$ cat src/logic/srtc_pkg.sv
// Package for the socket timekeeper: field layout, reset values, timing counts.
// Assumes a single 100 MHz clock domain.
package srtc_pkg;
  localparam int          CLK_MHZ        = 100;
  localparam int          TICK_MS        = 10;
  localparam int          TICK_CYC       = TICK_MS * 1000 * CLK_MHZ;
  localparam int          NREG           = 8;
  localparam int          NBITS          = 64;
  localparam logic [63:0] KEY_DEFAULT    = 64'h5CA33AC55CA33AC5;
  localparam int          IDX_CENTI      = 0;
  localparam int          IDX_SEC        = 1;
  localparam int          IDX_MIN        = 2;
  localparam int          IDX_HOUR       = 3;
  localparam int          IDX_DOW        = 4;
  localparam int          IDX_DATE       = 5;
  localparam int          IDX_MONTH      = 6;
  localparam int          IDX_YEAR       = 7;
  localparam int          HOUR_MODE_BIT  = 7;
  localparam int          HOUR_PM_BIT    = 5;
  localparam int          DOW_ABORT_DIS  = 4;
  localparam int          DOW_OSC_STOP   = 5;
  localparam logic [7:0]  DOW_RESET      = 8'h31;
  localparam logic [7:0]  DATE_RESET     = 8'h01;
  localparam logic [7:0]  MONTH_RESET    = 8'h01;
  localparam logic [63:0] READ_MASK      = 64'hFF_1F_3F_37_BF_7F_7F_FF;
  localparam logic [5:0]  LAST_BIT       = 6'h3F;

  // State codes for MATCH and DEAD differ in one bit; MATCH and XFER differ in both
  typedef enum logic [1:0] {
    SRTC_MATCH = 2'b00,
    SRTC_DEAD  = 2'b01,
    SRTC_XFER  = 2'b11
  } srtc_state_e;

  // One completed socket cycle
  typedef struct packed {
    logic rd;
    logic din;
  } srtc_cyc_s;
endpackage : srtc_pkg

$ cat src/logic/srtc_top.sv
// Timekeeper living in a memory socket, reached only through read cycles.
// Assumes socket strobes are synchronous to clk and stay low for two clocks or more.
`timescale 1ns/100ps

// Small FIFO with valid/ready on both sides.
module srtc_fifo #(
  parameter int W = 2,
  parameter int D = 4
) (
  input  wire logic         clk,      // Clock
  input  wire logic         srst,     // Sync reset
  input  wire logic [W-1:0] in_data,  // Write data
  input  wire logic         in_valid, // Write request
  output logic              in_ready, // Not full
  output logic [W-1:0]      out_data, // Head word
  output logic              out_valid,// Not empty
  input  wire logic         out_ready // Pop
);
  localparam int AW = $clog2(D);
  logic [W-1:0] mem [D];
  logic [AW:0]  cnt_r;
  logic [AW-1:0] wp_r;
  logic [AW-1:0] rp_r;
  logic push;
  logic pop;

  assign in_ready  = (cnt_r != (AW+1)'(D));
  assign out_valid = (cnt_r != '0);
  assign push      = in_valid && in_ready;
  assign pop       = out_valid && out_ready;
  assign out_data  = mem[rp_r];

  // Pointers and occupancy
  always_ff @(posedge clk) begin
    if (srst) begin
      cnt_r <= '0;
      wp_r  <= '0;
      rp_r  <= '0;
    end else begin
      if (push) wp_r <= (wp_r == AW'(D-1)) ? '0 : wp_r + 1'b1;
      if (pop)  rp_r <= (rp_r == AW'(D-1)) ? '0 : rp_r + 1'b1;
      cnt_r <= cnt_r + (AW+1)'(push) - (AW+1)'(pop);
    end
  end

  // Storage
  always_ff @(posedge clk) begin
    if (push) mem[wp_r] <= in_data;
  end
endmodule : srtc_fifo

// Contract
// Registers open only after a 64-bit key sent as 64 write cycles.
// Select line low means write; bit taken from data-in address line.
// Select line high means read; one bit driven on the data-out line.
// Host uses only read cycles to the socket, never processor writes.
// Cycle starts when either strobe falls, ends when either rises; both active. Here a cycle starts only once both strobes are low.
// Host issues one read before the key to restart the pointer.
// First key write is compared with bit 0; a match advances the pointer.
// A mismatch freezes the pointer and later writes are ignored.
// Any read during key matching aborts and resets the pointer.
// After the key, the next 64 cycles move register data by select level.
// Cycles outside the socket block do not disturb the sequence.
// Abort pin low when enabled, or power-up, resets pointer; data kept. Power-up (srst) here also reloads the registers.
// During transfer the memory select to the mated memory is blocked.
// All eight registers pass in one go, LSB of first to MSB of last.
// Counts hundredths to years at 10 ms; month lengths and leap years.
// All time values are held in BCD.
// Hour bit 7 high picks 12-hour mode; bit 5 is PM or tens-of-hours.
// Day bit 4 set ignores the abort pin; clear lets it abort transfers.
// Day bit 5 set stops the oscillator; clear lets the counters run.
// Both day control bits are one in the initial state.
// Unused bits of registers 1 to 6 read zero; any written value accepted.
// Power-fail ignores inputs and aborts like the abort pin.
// The key is a parameter defaulting to C5 3A A3 5C twice, LSB first.
module srtc_top
  import srtc_pkg::*;
#(
  parameter logic [63:0] KEY      = KEY_DEFAULT,
  parameter int          TICK_CNT = TICK_CYC     // Cycles per hundredth
) (
  input  wire logic clk,           // 100 MHz clock
  input  wire logic srst,          // Sync reset, also the power-up event
  input  wire logic sock_sel_n,    // Socket memory select, active low
  input  wire logic sock_rd_n,     // Socket read strobe, active low
  input  wire logic rw_select_addr,// High read, low write
  input  wire logic data_in_addr,  // Serial write data bit
  input  wire logic abort_addr_n,  // Abort pin, active low
  input  wire logic power_fail,    // Supply out of tolerance
  output logic      mem_sel_n,     // Select passed to mated memory
  output logic      data_out_line, // Serial read bit
  output logic      data_out_oe,   // Drive enable for the read bit
  output logic      busy           // Transfer window open
);
  logic [7:0]  regs_r [NREG];
  srtc_state_e state_r;
  logic [5:0]  ptr_r;
  logic        act_r;
  logic        out_bit_r;
  logic        act_now;
  logic        cyc_end;
  logic        abort;
  logic        pop;
  logic        fifo_in_ready;
  logic        fifo_valid;
  srtc_cyc_s   cyc_in;
  srtc_cyc_s   cyc;
  logic [63:0] flat;
  logic [63:0] wr_img_r;
  logic        commit;
  logic        tick;
  logic [31:0] tick_r;
  logic        cyc_rd_r;
  logic        cyc_din_r;

  // Cycle is live only while both strobes are low; ends on first rise
  assign act_now = !sock_sel_n && !sock_rd_n;
  assign cyc_end = act_r && !act_now;
  // Abort pin honoured only when the day control bit is clear
  assign abort   = power_fail ||
                   (!abort_addr_n && !regs_r[IDX_DOW][DOW_ABORT_DIS]);
  // Address lines may move as soon as the strobes rise, so the cycle's
  // meaning is taken from the last clock at which it was still live
  assign cyc_in  = '{rd: cyc_rd_r, din: cyc_din_r};

  // Strobe edge tracker; power-fail blocks inputs
  always_ff @(posedge clk) begin
    if (srst) act_r <= 1'b0;
    else      act_r <= act_now && !power_fail;
  end

  // Select and data-in lines sampled while the cycle is live, held once it ends
  always_ff @(posedge clk) begin
    if (srst) begin
      cyc_rd_r  <= 1'b1;
      cyc_din_r <= 1'b0;
    end else if (act_now) begin
      cyc_rd_r  <= rw_select_addr;
      cyc_din_r <= data_in_addr;
    end
  end

  // Cycles queue in order; a full queue drops the cycle, which only a
  // host far faster than the queue drains could ever cause
  srtc_fifo #(.W(2), .D(4)) u_fifo (
    .clk      (clk),
    .srst     (srst || abort),
    .in_data  (cyc_in),
    .in_valid (cyc_end),
    .in_ready (fifo_in_ready),
    .out_data (cyc),
    .out_valid(fifo_valid),
    .out_ready(1'b1)
  );
  assign pop = fifo_valid;

  // Flattened register image, unused bits forced to zero on readout
  for (genvar g = 0; g < NREG; g++) begin : g_flat
    assign flat[8*g +: 8] = regs_r[g] & READ_MASK[8*g +: 8];
  end

  // Key matcher and transfer sequencer
  always_ff @(posedge clk) begin
    if (srst || abort) begin
      state_r <= SRTC_MATCH;
      ptr_r   <= '0;
    end else if (pop) begin
      case (state_r)
        SRTC_MATCH: begin
          if (cyc.rd) begin
            ptr_r <= '0;
          end else if (cyc.din == KEY[ptr_r]) begin
            ptr_r <= ptr_r + 1'b1;
            if (ptr_r == LAST_BIT) state_r <= SRTC_XFER;
          end else begin
            state_r <= SRTC_DEAD;
          end
        end
        SRTC_DEAD: begin
          if (cyc.rd) begin
            state_r <= SRTC_MATCH;
            ptr_r   <= '0;
          end
        end
        SRTC_XFER: begin
          ptr_r <= ptr_r + 1'b1;
          if (ptr_r == LAST_BIT) state_r <= SRTC_MATCH;
        end
        default: state_r <= SRTC_MATCH;
      endcase
    end
  end

  // Write image gathered bit by bit; committed only after bit 63
  always_ff @(posedge clk) begin
    if (srst) wr_img_r <= '0;
    else if (pop && state_r == SRTC_XFER && !cyc.rd && !abort)
      wr_img_r[ptr_r] <= cyc.din;
  end
  assign commit = pop && !abort && state_r == SRTC_XFER && ptr_r == LAST_BIT && !cyc.rd;

  // Read bit launched during the cycle from the current pointer
  always_ff @(posedge clk) begin
    if (srst) out_bit_r <= 1'b0;
    else      out_bit_r <= flat[ptr_r];
  end
  assign busy          = (state_r == SRTC_XFER);
  assign data_out_oe   = busy && act_now && rw_select_addr;
  assign data_out_line = out_bit_r;
  assign mem_sel_n     = sock_sel_n || busy;

  // Hundredth tick, held while oscillator stop bit is set
  always_ff @(posedge clk) begin
    if (srst || regs_r[IDX_DOW][DOW_OSC_STOP]) tick_r <= '0;
    else if (tick)                              tick_r <= '0;
    else                                        tick_r <= tick_r + 32'h1;
  end
  assign tick = (tick_r == 32'(TICK_CNT - 1));

  // BCD increment helper with wrap limit and restart value
  function automatic logic [8:0] bcd_inc(input logic [7:0] v, input logic [7:0] top,
                                         input logic [7:0] lo);
    logic [7:0] n;
    n = v;
    if (v == top)          return {1'b1, lo};
    if (v[3:0] == 4'h9)    n = {v[7:4] + 4'h1, 4'h0};
    else                   n = {v[7:4], v[3:0] + 4'h1};
    return {1'b0, n};
  endfunction : bcd_inc

  // Days in month, BCD, with leap years for year divisible by four
  function automatic logic [7:0] month_top(input logic [7:0] m, input logic [7:0] y);
    logic leap;
    leap = ((y[7:4] * 8'hA + {4'h0, y[3:0]}) % 8'h4) == 8'h0;
    case (m)
      8'h02:                      return leap ? 8'h29 : 8'h28;
      8'h04, 8'h06, 8'h09, 8'h11: return 8'h30;
      default:                    return 8'h31;
    endcase
  endfunction : month_top

  // Hour step for both modes; returns carry into date
  function automatic logic [8:0] hour_inc(input logic [7:0] h);
    logic [4:0] v;
    v = h[4:0];
    if (h[HOUR_MODE_BIT]) begin
      if (v == 5'h12) return {1'b0, h[7:5], 5'h01};
      if (v == 5'h11) return {h[HOUR_PM_BIT], h[7:6], !h[HOUR_PM_BIT], 5'h12};
      if (v == 5'h09) return {1'b0, h[7:5], 5'h10};
      return {1'b0, h[7:5], v + 5'h01};
    end
    if (h[5:0] == 6'h23) return {1'b1, h[7:6], 6'h00};
    if (h[3:0] == 4'h9)  return {1'b0, h[7:6], h[5:4] + 2'h1, 4'h0};
    return {1'b0, h[7:4], h[3:0] + 4'h1};
  endfunction : hour_inc

  // Time counters; a committed write replaces all eight registers at once
  always_ff @(posedge clk) begin
    logic [8:0] r0, r1, r2, r3, r5, r6, r7;
    r0 = '0; r1 = '0; r2 = '0; r3 = '0; r5 = '0; r6 = '0; r7 = '0;
    if (srst) begin
      for (int i = 0; i < NREG; i++) regs_r[i] <= 8'h00;
      regs_r[IDX_DOW]   <= DOW_RESET;
      regs_r[IDX_DATE]  <= DATE_RESET;
      regs_r[IDX_MONTH] <= MONTH_RESET;
    end else if (commit) begin
      for (int i = 0; i < NREG; i++)
        regs_r[i] <= wr_img_r[8*i +: 8] | ({7'h0, cyc.din} << (i == 7 ? 7 : 8));
      regs_r[IDX_YEAR] <= {cyc.din, wr_img_r[62:56]};
    end else if (tick) begin
      r0 = bcd_inc(regs_r[IDX_CENTI], 8'h99, 8'h00);
      regs_r[IDX_CENTI] <= r0[7:0];
      if (r0[8]) begin
        r1 = bcd_inc(regs_r[IDX_SEC], 8'h59, 8'h00);
        regs_r[IDX_SEC] <= r1[7:0];
      end
      if (r1[8]) begin
        r2 = bcd_inc(regs_r[IDX_MIN], 8'h59, 8'h00);
        regs_r[IDX_MIN] <= r2[7:0];
      end
      if (r2[8]) begin
        r3 = hour_inc(regs_r[IDX_HOUR]);
        regs_r[IDX_HOUR] <= r3[7:0];
      end
      if (r3[8]) begin
        regs_r[IDX_DOW][2:0] <= (regs_r[IDX_DOW][2:0] == 3'h7) ? 3'h1
                                : regs_r[IDX_DOW][2:0] + 3'h1;
        r5 = bcd_inc(regs_r[IDX_DATE], month_top(regs_r[IDX_MONTH], regs_r[IDX_YEAR]),
                     8'h01);
        regs_r[IDX_DATE] <= r5[7:0];
      end
      if (r5[8]) begin
        r6 = bcd_inc(regs_r[IDX_MONTH], 8'h12, 8'h01);
        regs_r[IDX_MONTH] <= r6[7:0];
      end
      if (r6[8]) begin
        r7 = bcd_inc(regs_r[IDX_YEAR], 8'h99, 8'h00);
        regs_r[IDX_YEAR] <= r7[7:0];
      end
    end
  end

  // Checks kept beside the logic
  property p_sel_block;
    @(posedge clk) disable iff (srst) busy |-> mem_sel_n;
  endproperty
  a_sel_block: assert property (p_sel_block) else $error("memory select not blocked");

  property p_abort;
    @(posedge clk) disable iff (srst) abort |=> (ptr_r == 6'h00 && state_r == SRTC_MATCH);
  endproperty
  a_abort: assert property (p_abort) else $error("abort did not reset pointer");

  property p_dead_hold;
    @(posedge clk) disable iff (srst)
      (state_r == SRTC_DEAD && !(pop && cyc.rd) && !abort) |=> state_r == SRTC_DEAD;
  endproperty
  a_dead_hold: assert property (p_dead_hold) else $error("dead state left on write");

  property p_read_reset;
    @(posedge clk) disable iff (srst)
      (state_r != SRTC_XFER && pop && cyc.rd) |=> ptr_r == 6'h00;
  endproperty
  a_read_reset: assert property (p_read_reset) else $error("read did not reset pointer");

  property p_match_step;
    @(posedge clk) disable iff (srst)
      (state_r == SRTC_MATCH && pop && !cyc.rd && cyc.din == KEY[ptr_r] && !abort)
      |=> ptr_r == $past(ptr_r) + 6'h01;
  endproperty
  a_match_step: assert property (p_match_step) else $error("pointer did not advance");

  property p_unlock;
    @(posedge clk) disable iff (srst)
      (state_r == SRTC_MATCH && ptr_r == LAST_BIT && pop && !cyc.rd
       && cyc.din == KEY[63] && !abort) |=> busy;
  endproperty
  a_unlock: assert property (p_unlock) else $error("unlock missed after 64 bits");

  property p_osc_stop;
    @(posedge clk) disable iff (srst) regs_r[IDX_DOW][DOW_OSC_STOP] |=> !tick;
  endproperty
  a_osc_stop: assert property (p_osc_stop) else $error("tick while oscillator stopped");

  property p_zero_bits;
    @(posedge clk) disable iff (srst) !READ_MASK[$past(ptr_r)] |-> !data_out_line;
  endproperty
  a_zero_bits: assert property (p_zero_bits) else $error("unused bit reads one");

  // A dropped cycle would silently shift every later bit
  property p_no_drop;
    @(posedge clk) disable iff (srst) cyc_end |-> fifo_in_ready;
  endproperty
  a_no_drop: assert property (p_no_drop) else $error("socket cycle dropped");

  // Window closes right after the 64th transfer cycle
  property p_xfer_len;
    @(posedge clk) disable iff (srst)
      (state_r == SRTC_XFER && ptr_r == LAST_BIT && pop && !abort)
      |=> (state_r == SRTC_MATCH && ptr_r == 6'h00);
  endproperty
  a_xfer_len: assert property (p_xfer_len) else $error("transfer window length wrong");

  // Low hundredths digit never leaves the decimal range by counting
  property p_centi_bcd;
    @(posedge clk) disable iff (srst)
      (tick && !commit && regs_r[IDX_CENTI][3:0] == 4'h9)
      |=> regs_r[IDX_CENTI][3:0] == 4'h0;
  endproperty
  a_centi_bcd: assert property (p_centi_bcd) else $error("hundredths digit not BCD");

  // Counting never clears the 12-hour selection
  property p_hour_mode;
    @(posedge clk) disable iff (srst)
      (tick && !commit && regs_r[IDX_HOUR][HOUR_MODE_BIT])
      |=> regs_r[IDX_HOUR][HOUR_MODE_BIT];
  endproperty
  a_hour_mode: assert property (p_hour_mode) else $error("hour mode bit lost");
endmodule : srtc_top

$ cat config.mk
export PLATFORM = sky130hd
export DESIGN_NAME = srtc_top
export DESIGN_NICKNAME = d
export VERILOG_FILES = /design/src/logic/srtc_pkg.sv /design/src/logic/srtc_top.sv
export SDC_FILE = /design/constraint.sdc
export NUM_CORES = 1
export LEC_CHECK = 0
export ABC_AREA = 1
export BUFFER_PORTS_ARGS = -buffer_cell sky130_fd_sc_hd__buf_4
export CAP_MARGIN = 20
export CORE_UTILIZATION = 45
export DETAILED_ROUTE_END_ITERATION = 12
export PLACE_DENSITY = 0.61
export SLEW_MARGIN = 30
export SYNTH_ARGS = -nofsm -noshare
export SYNTH_HDL_FRONTEND = slang
export SYNTH_HIERARCHICAL = 1
export SYNTH_SLANG_ARGS = --single-unit
export TNS_END_PERCENT = 1
$ cat constraint.sdc
create_clock -name clk -period 3.39 [get_ports clk]
set_input_delay 0.1695 -clock clk [delete_from_list [all_inputs] [get_ports clk]]
set_output_delay 0.1695 -clock clk [all_outputs]
set_load 0.03 [all_outputs]
==> results.ini <==
[clock_tree]
cts_resized=0
cts_made_buffers=17
clk_latency_ns=0.44
clock-sinks=181
cts_tree=built
postCtsSetupBuffers=0
cts_htree_levels=4
cts.clk_slew.worst_paths_ns=0.07
holdBufCountCts=3
cts.path.max_buffers=2
cts_root_buf=clkbuf_16

[route]
route.detailed.drc=0
drt_iter0_drc=681
vias=9303
wl_per_cell_um=16.3
wl_um=27800
ant_nets=0
firstDrtPassIters=5
viasPerCell=5.45

[floorplanning]
die_h_um=155
rows=55
initial_core_util_pct=46.1
ioPinCount=12
fp.dieW_um=155
coreArea_um2=22800
die_area_um2=23900

[worst_setup_path]
endpoint_kind=flop
slowest_stage=dfxtp_1
start_kind=flop
path_cells=inv_1, o21ai_0, o22ai_1, inv_2, nand2_1, nor2_2, nand2_4, nor2_4, nor2_4, nand4_1, nand2_1, nand2_1, nor2_1, nor2_1
r2r_slack_ns=0.56
cp_top_family=simple AND/OR/NAND/NOR gates
r2r-end=regs_r[1][30]
r2r_cells=14
worstSetupPathType=reg2reg
path_buf_inv=2
cp.required_ns=3.51
cp_common_cell=nand2_1
critPathMaxStageDelay_ns=0.38
crit_fanout=15
arrival_ns=2.95

[layout]
design_area_um2=11600
syn_to_final_growth_pct=10.3
antenna_cells=0
layout-drive-gt1-share_pct=9.91
nets=1428
nFillCells=2249

[logic_synthesis]
synth_cells=1368
synth_area_um2=10500
ys.warnings.count=6
synthArstFlopShare_pct=0
synth.lib_cells_used.distinct=54
synth_area_per_cell_um2=7.67
ys_seq_area_share_pct=41.0
synth_ff_type=dfxtp_1
synth_edf_count=68
synth-seq-cells=181

[sta]
max_freq_mhz=353
hold_violations=0
rsz0062_at_grt=no
hold_ws_ns=0.116
period_minus_slack_ns=2.83
setup_tns_ns=0
relSlewSlack_pct=53.6
fin_skew_ns=0.0102
slew_viol_final=0
tightest_slew_ns=0.689
setup_viol=0
fin_crit_sh_pct=83.5

[run_status]
status=completed

[placed_design]
placed_area_um2=10900
numPortBuffers=11
dpl.hpwl_um=20200
gp_congestion=0.898

[grt]
grt_pass1_wl_um=44800
grt.total_usage_pct=23.9
grt_pass1_vias=8619
grt_overflow=0
grt_antenna_before_repair=0
grt_max_degree=44

[min_path]
min_to=act_r
worstHoldStart=sock_rd_n
min_path_cells=4
hold_class=in2reg

[pwr]
p_per_area_nw_per_um2=405
leakagePower_uw=0.00455
ir_drop_v=0.000320

[flow_run]
maxCapViolCount=0

-- power breakdown --
group | internal [µW] | switching (µW) | leakage (µW)
clock network | 1230 | 913 | 0.000308
logic | 69.6 | 144 | 0.00267
registers | 2290 | 36.3 | 0.00157
total | 3590 | 1090 | 0.00455
-- flip-flops by register name, summed over array words and instances (netlist names), named ones only --
name           count
act_r              1
u_fifo/cnt_r       3
data_out_line      1
regs_r            60
wr_img_r          59
ptr_r              6
cyc_din_r          1
cyc_rd_r           1
u_fifo/rp_r        2
u_fifo/mem         8
state_r            2
u_fifo/wp_r        2
tick_r            32
-- cell usage after synthesis, types with 12 or more instances --
cell | number | area (µm²)
xor2_1 | 24 | 210
a31oi_1 | 12 | 75.1
or2_2 | 15 | 93.8
nand2_1 | 261 | 980
nor4_1 | 15 | 93.8
clkbuf_1 | 19 | 71.3
nand4_1 | 38 | 238
ha_1 | 39 | 488
a311oi_1 | 42 | 368
buf_2 | 15 | 75.1
inv_1 | 161 | 604
inv_2 | 12 | 45.0
edfxtp_1 | 68 | 2040
nor3_1 | 35 | 175
nor2_1 | 131 | 492
dfxtp_1 | 113 | 2260
a21oi_1 | 97 | 485
o21ai_0 | 80 | 400
nand3_1 | 87 | 435
-- worst max-delay path by stage --
stage                       start             to  slack, ns  cells after the start
CTS                          flop  regs_r[1][30]       0.55                     14
finish                       flop  regs_r[1][30]       0.56                     14
floorplan           regs_r[0][17]  regs_r[1][28]       1.11                     12
detailed placement           flop  regs_r[1][31]       0.58                     14
global route                 flop  regs_r[1][30]       0.27                     14
global placement             flop  regs_r[1][31]       0.62                     14
-- tightest hold or removal path, cell delays in order --
cell	delay [ns]
buf_4	0.07
nor2_1	0.09
inv_1	0.10
nor3_1	0.07
-- cells in the final DEF (no fill, tap or decap), drive strengths merged, types with 15 or more instances in the layout --
master    n
nand2   274
inv     178
nor2    146
dfxtp   113
a21oi   107
nand3    90
o21ai    80
edfxtp   68
a311oi   42
ha       39
nand4    38
nor3     36
buf      35
xor2     24
clkbuf   19
or2      18
nor4     15
-- area by class of cell --
cell class | count | area (µm²) | share of cell area (%)
Clock buffer | 19 | 464 | 4.01
Clock inverter | 13 | 168 | 1.45
Inverter | 176 | 663 | 5.73
Multi-Input combinational cell | 966 | 5300 | 45.7
Sequential cell | 181 | 4300 | 37.2
Tap cell | 313 | 392 | 3.38
Timing Repair Buffer | 38 | 293 | 2.53
-- stage by stage --
| stage | total power [µW] | setup WS [ns] | utilization (%) | cells |
|---|---|---|---|---|
| global route | 4820 | 0.266 | 50.8 | 1706 |
| floorplan | 2510 | 1.11 | - | 1370 |
| finish | 4680 | 0.559 | 50.8 | 1706 |
| CTS | 4700 | 0.546 | 50.8 | 1706 |
| detailed placement | 2580 | 0.578 | 47.9 | 1671 |
| global placement | 2580 | 0.621 | 47.9 | 1671 |
-- cells by family (layout without fill, tap and decap cells) --
| group | count (synthesis) | after routing | synth area share (%) |
|---|---|---|---|
| and+or+nand+nor | 635 | 635 | 28.3 |
| AOI/OAI and AO/OA | 262 | 262 | 15.1 |
| buffers and inverters | 223 | 246 | 8.61 |
| DFF | 181 | 181 | 41.0 |
| adders and majority gates | 40 | 40 | 4.84 |
| xor gates and xnor gates | 26 | 26 | 2.17 |
| other | 1 | 3 | 0.0357 |
-- layer usage --
layer | track usage (%) | vias to the layer above | part of all wire (%)
met3 | 3.70 | 40 | 5.6
met4 | 7.69 | 0 | 1.7
met5 | 0 | - | 0
li1 | - | 4677 | -
met2 | 39.2 | 263 | 46
met1 | 32.2 | 4323 | 46
(Power assumes the default switching activity.)
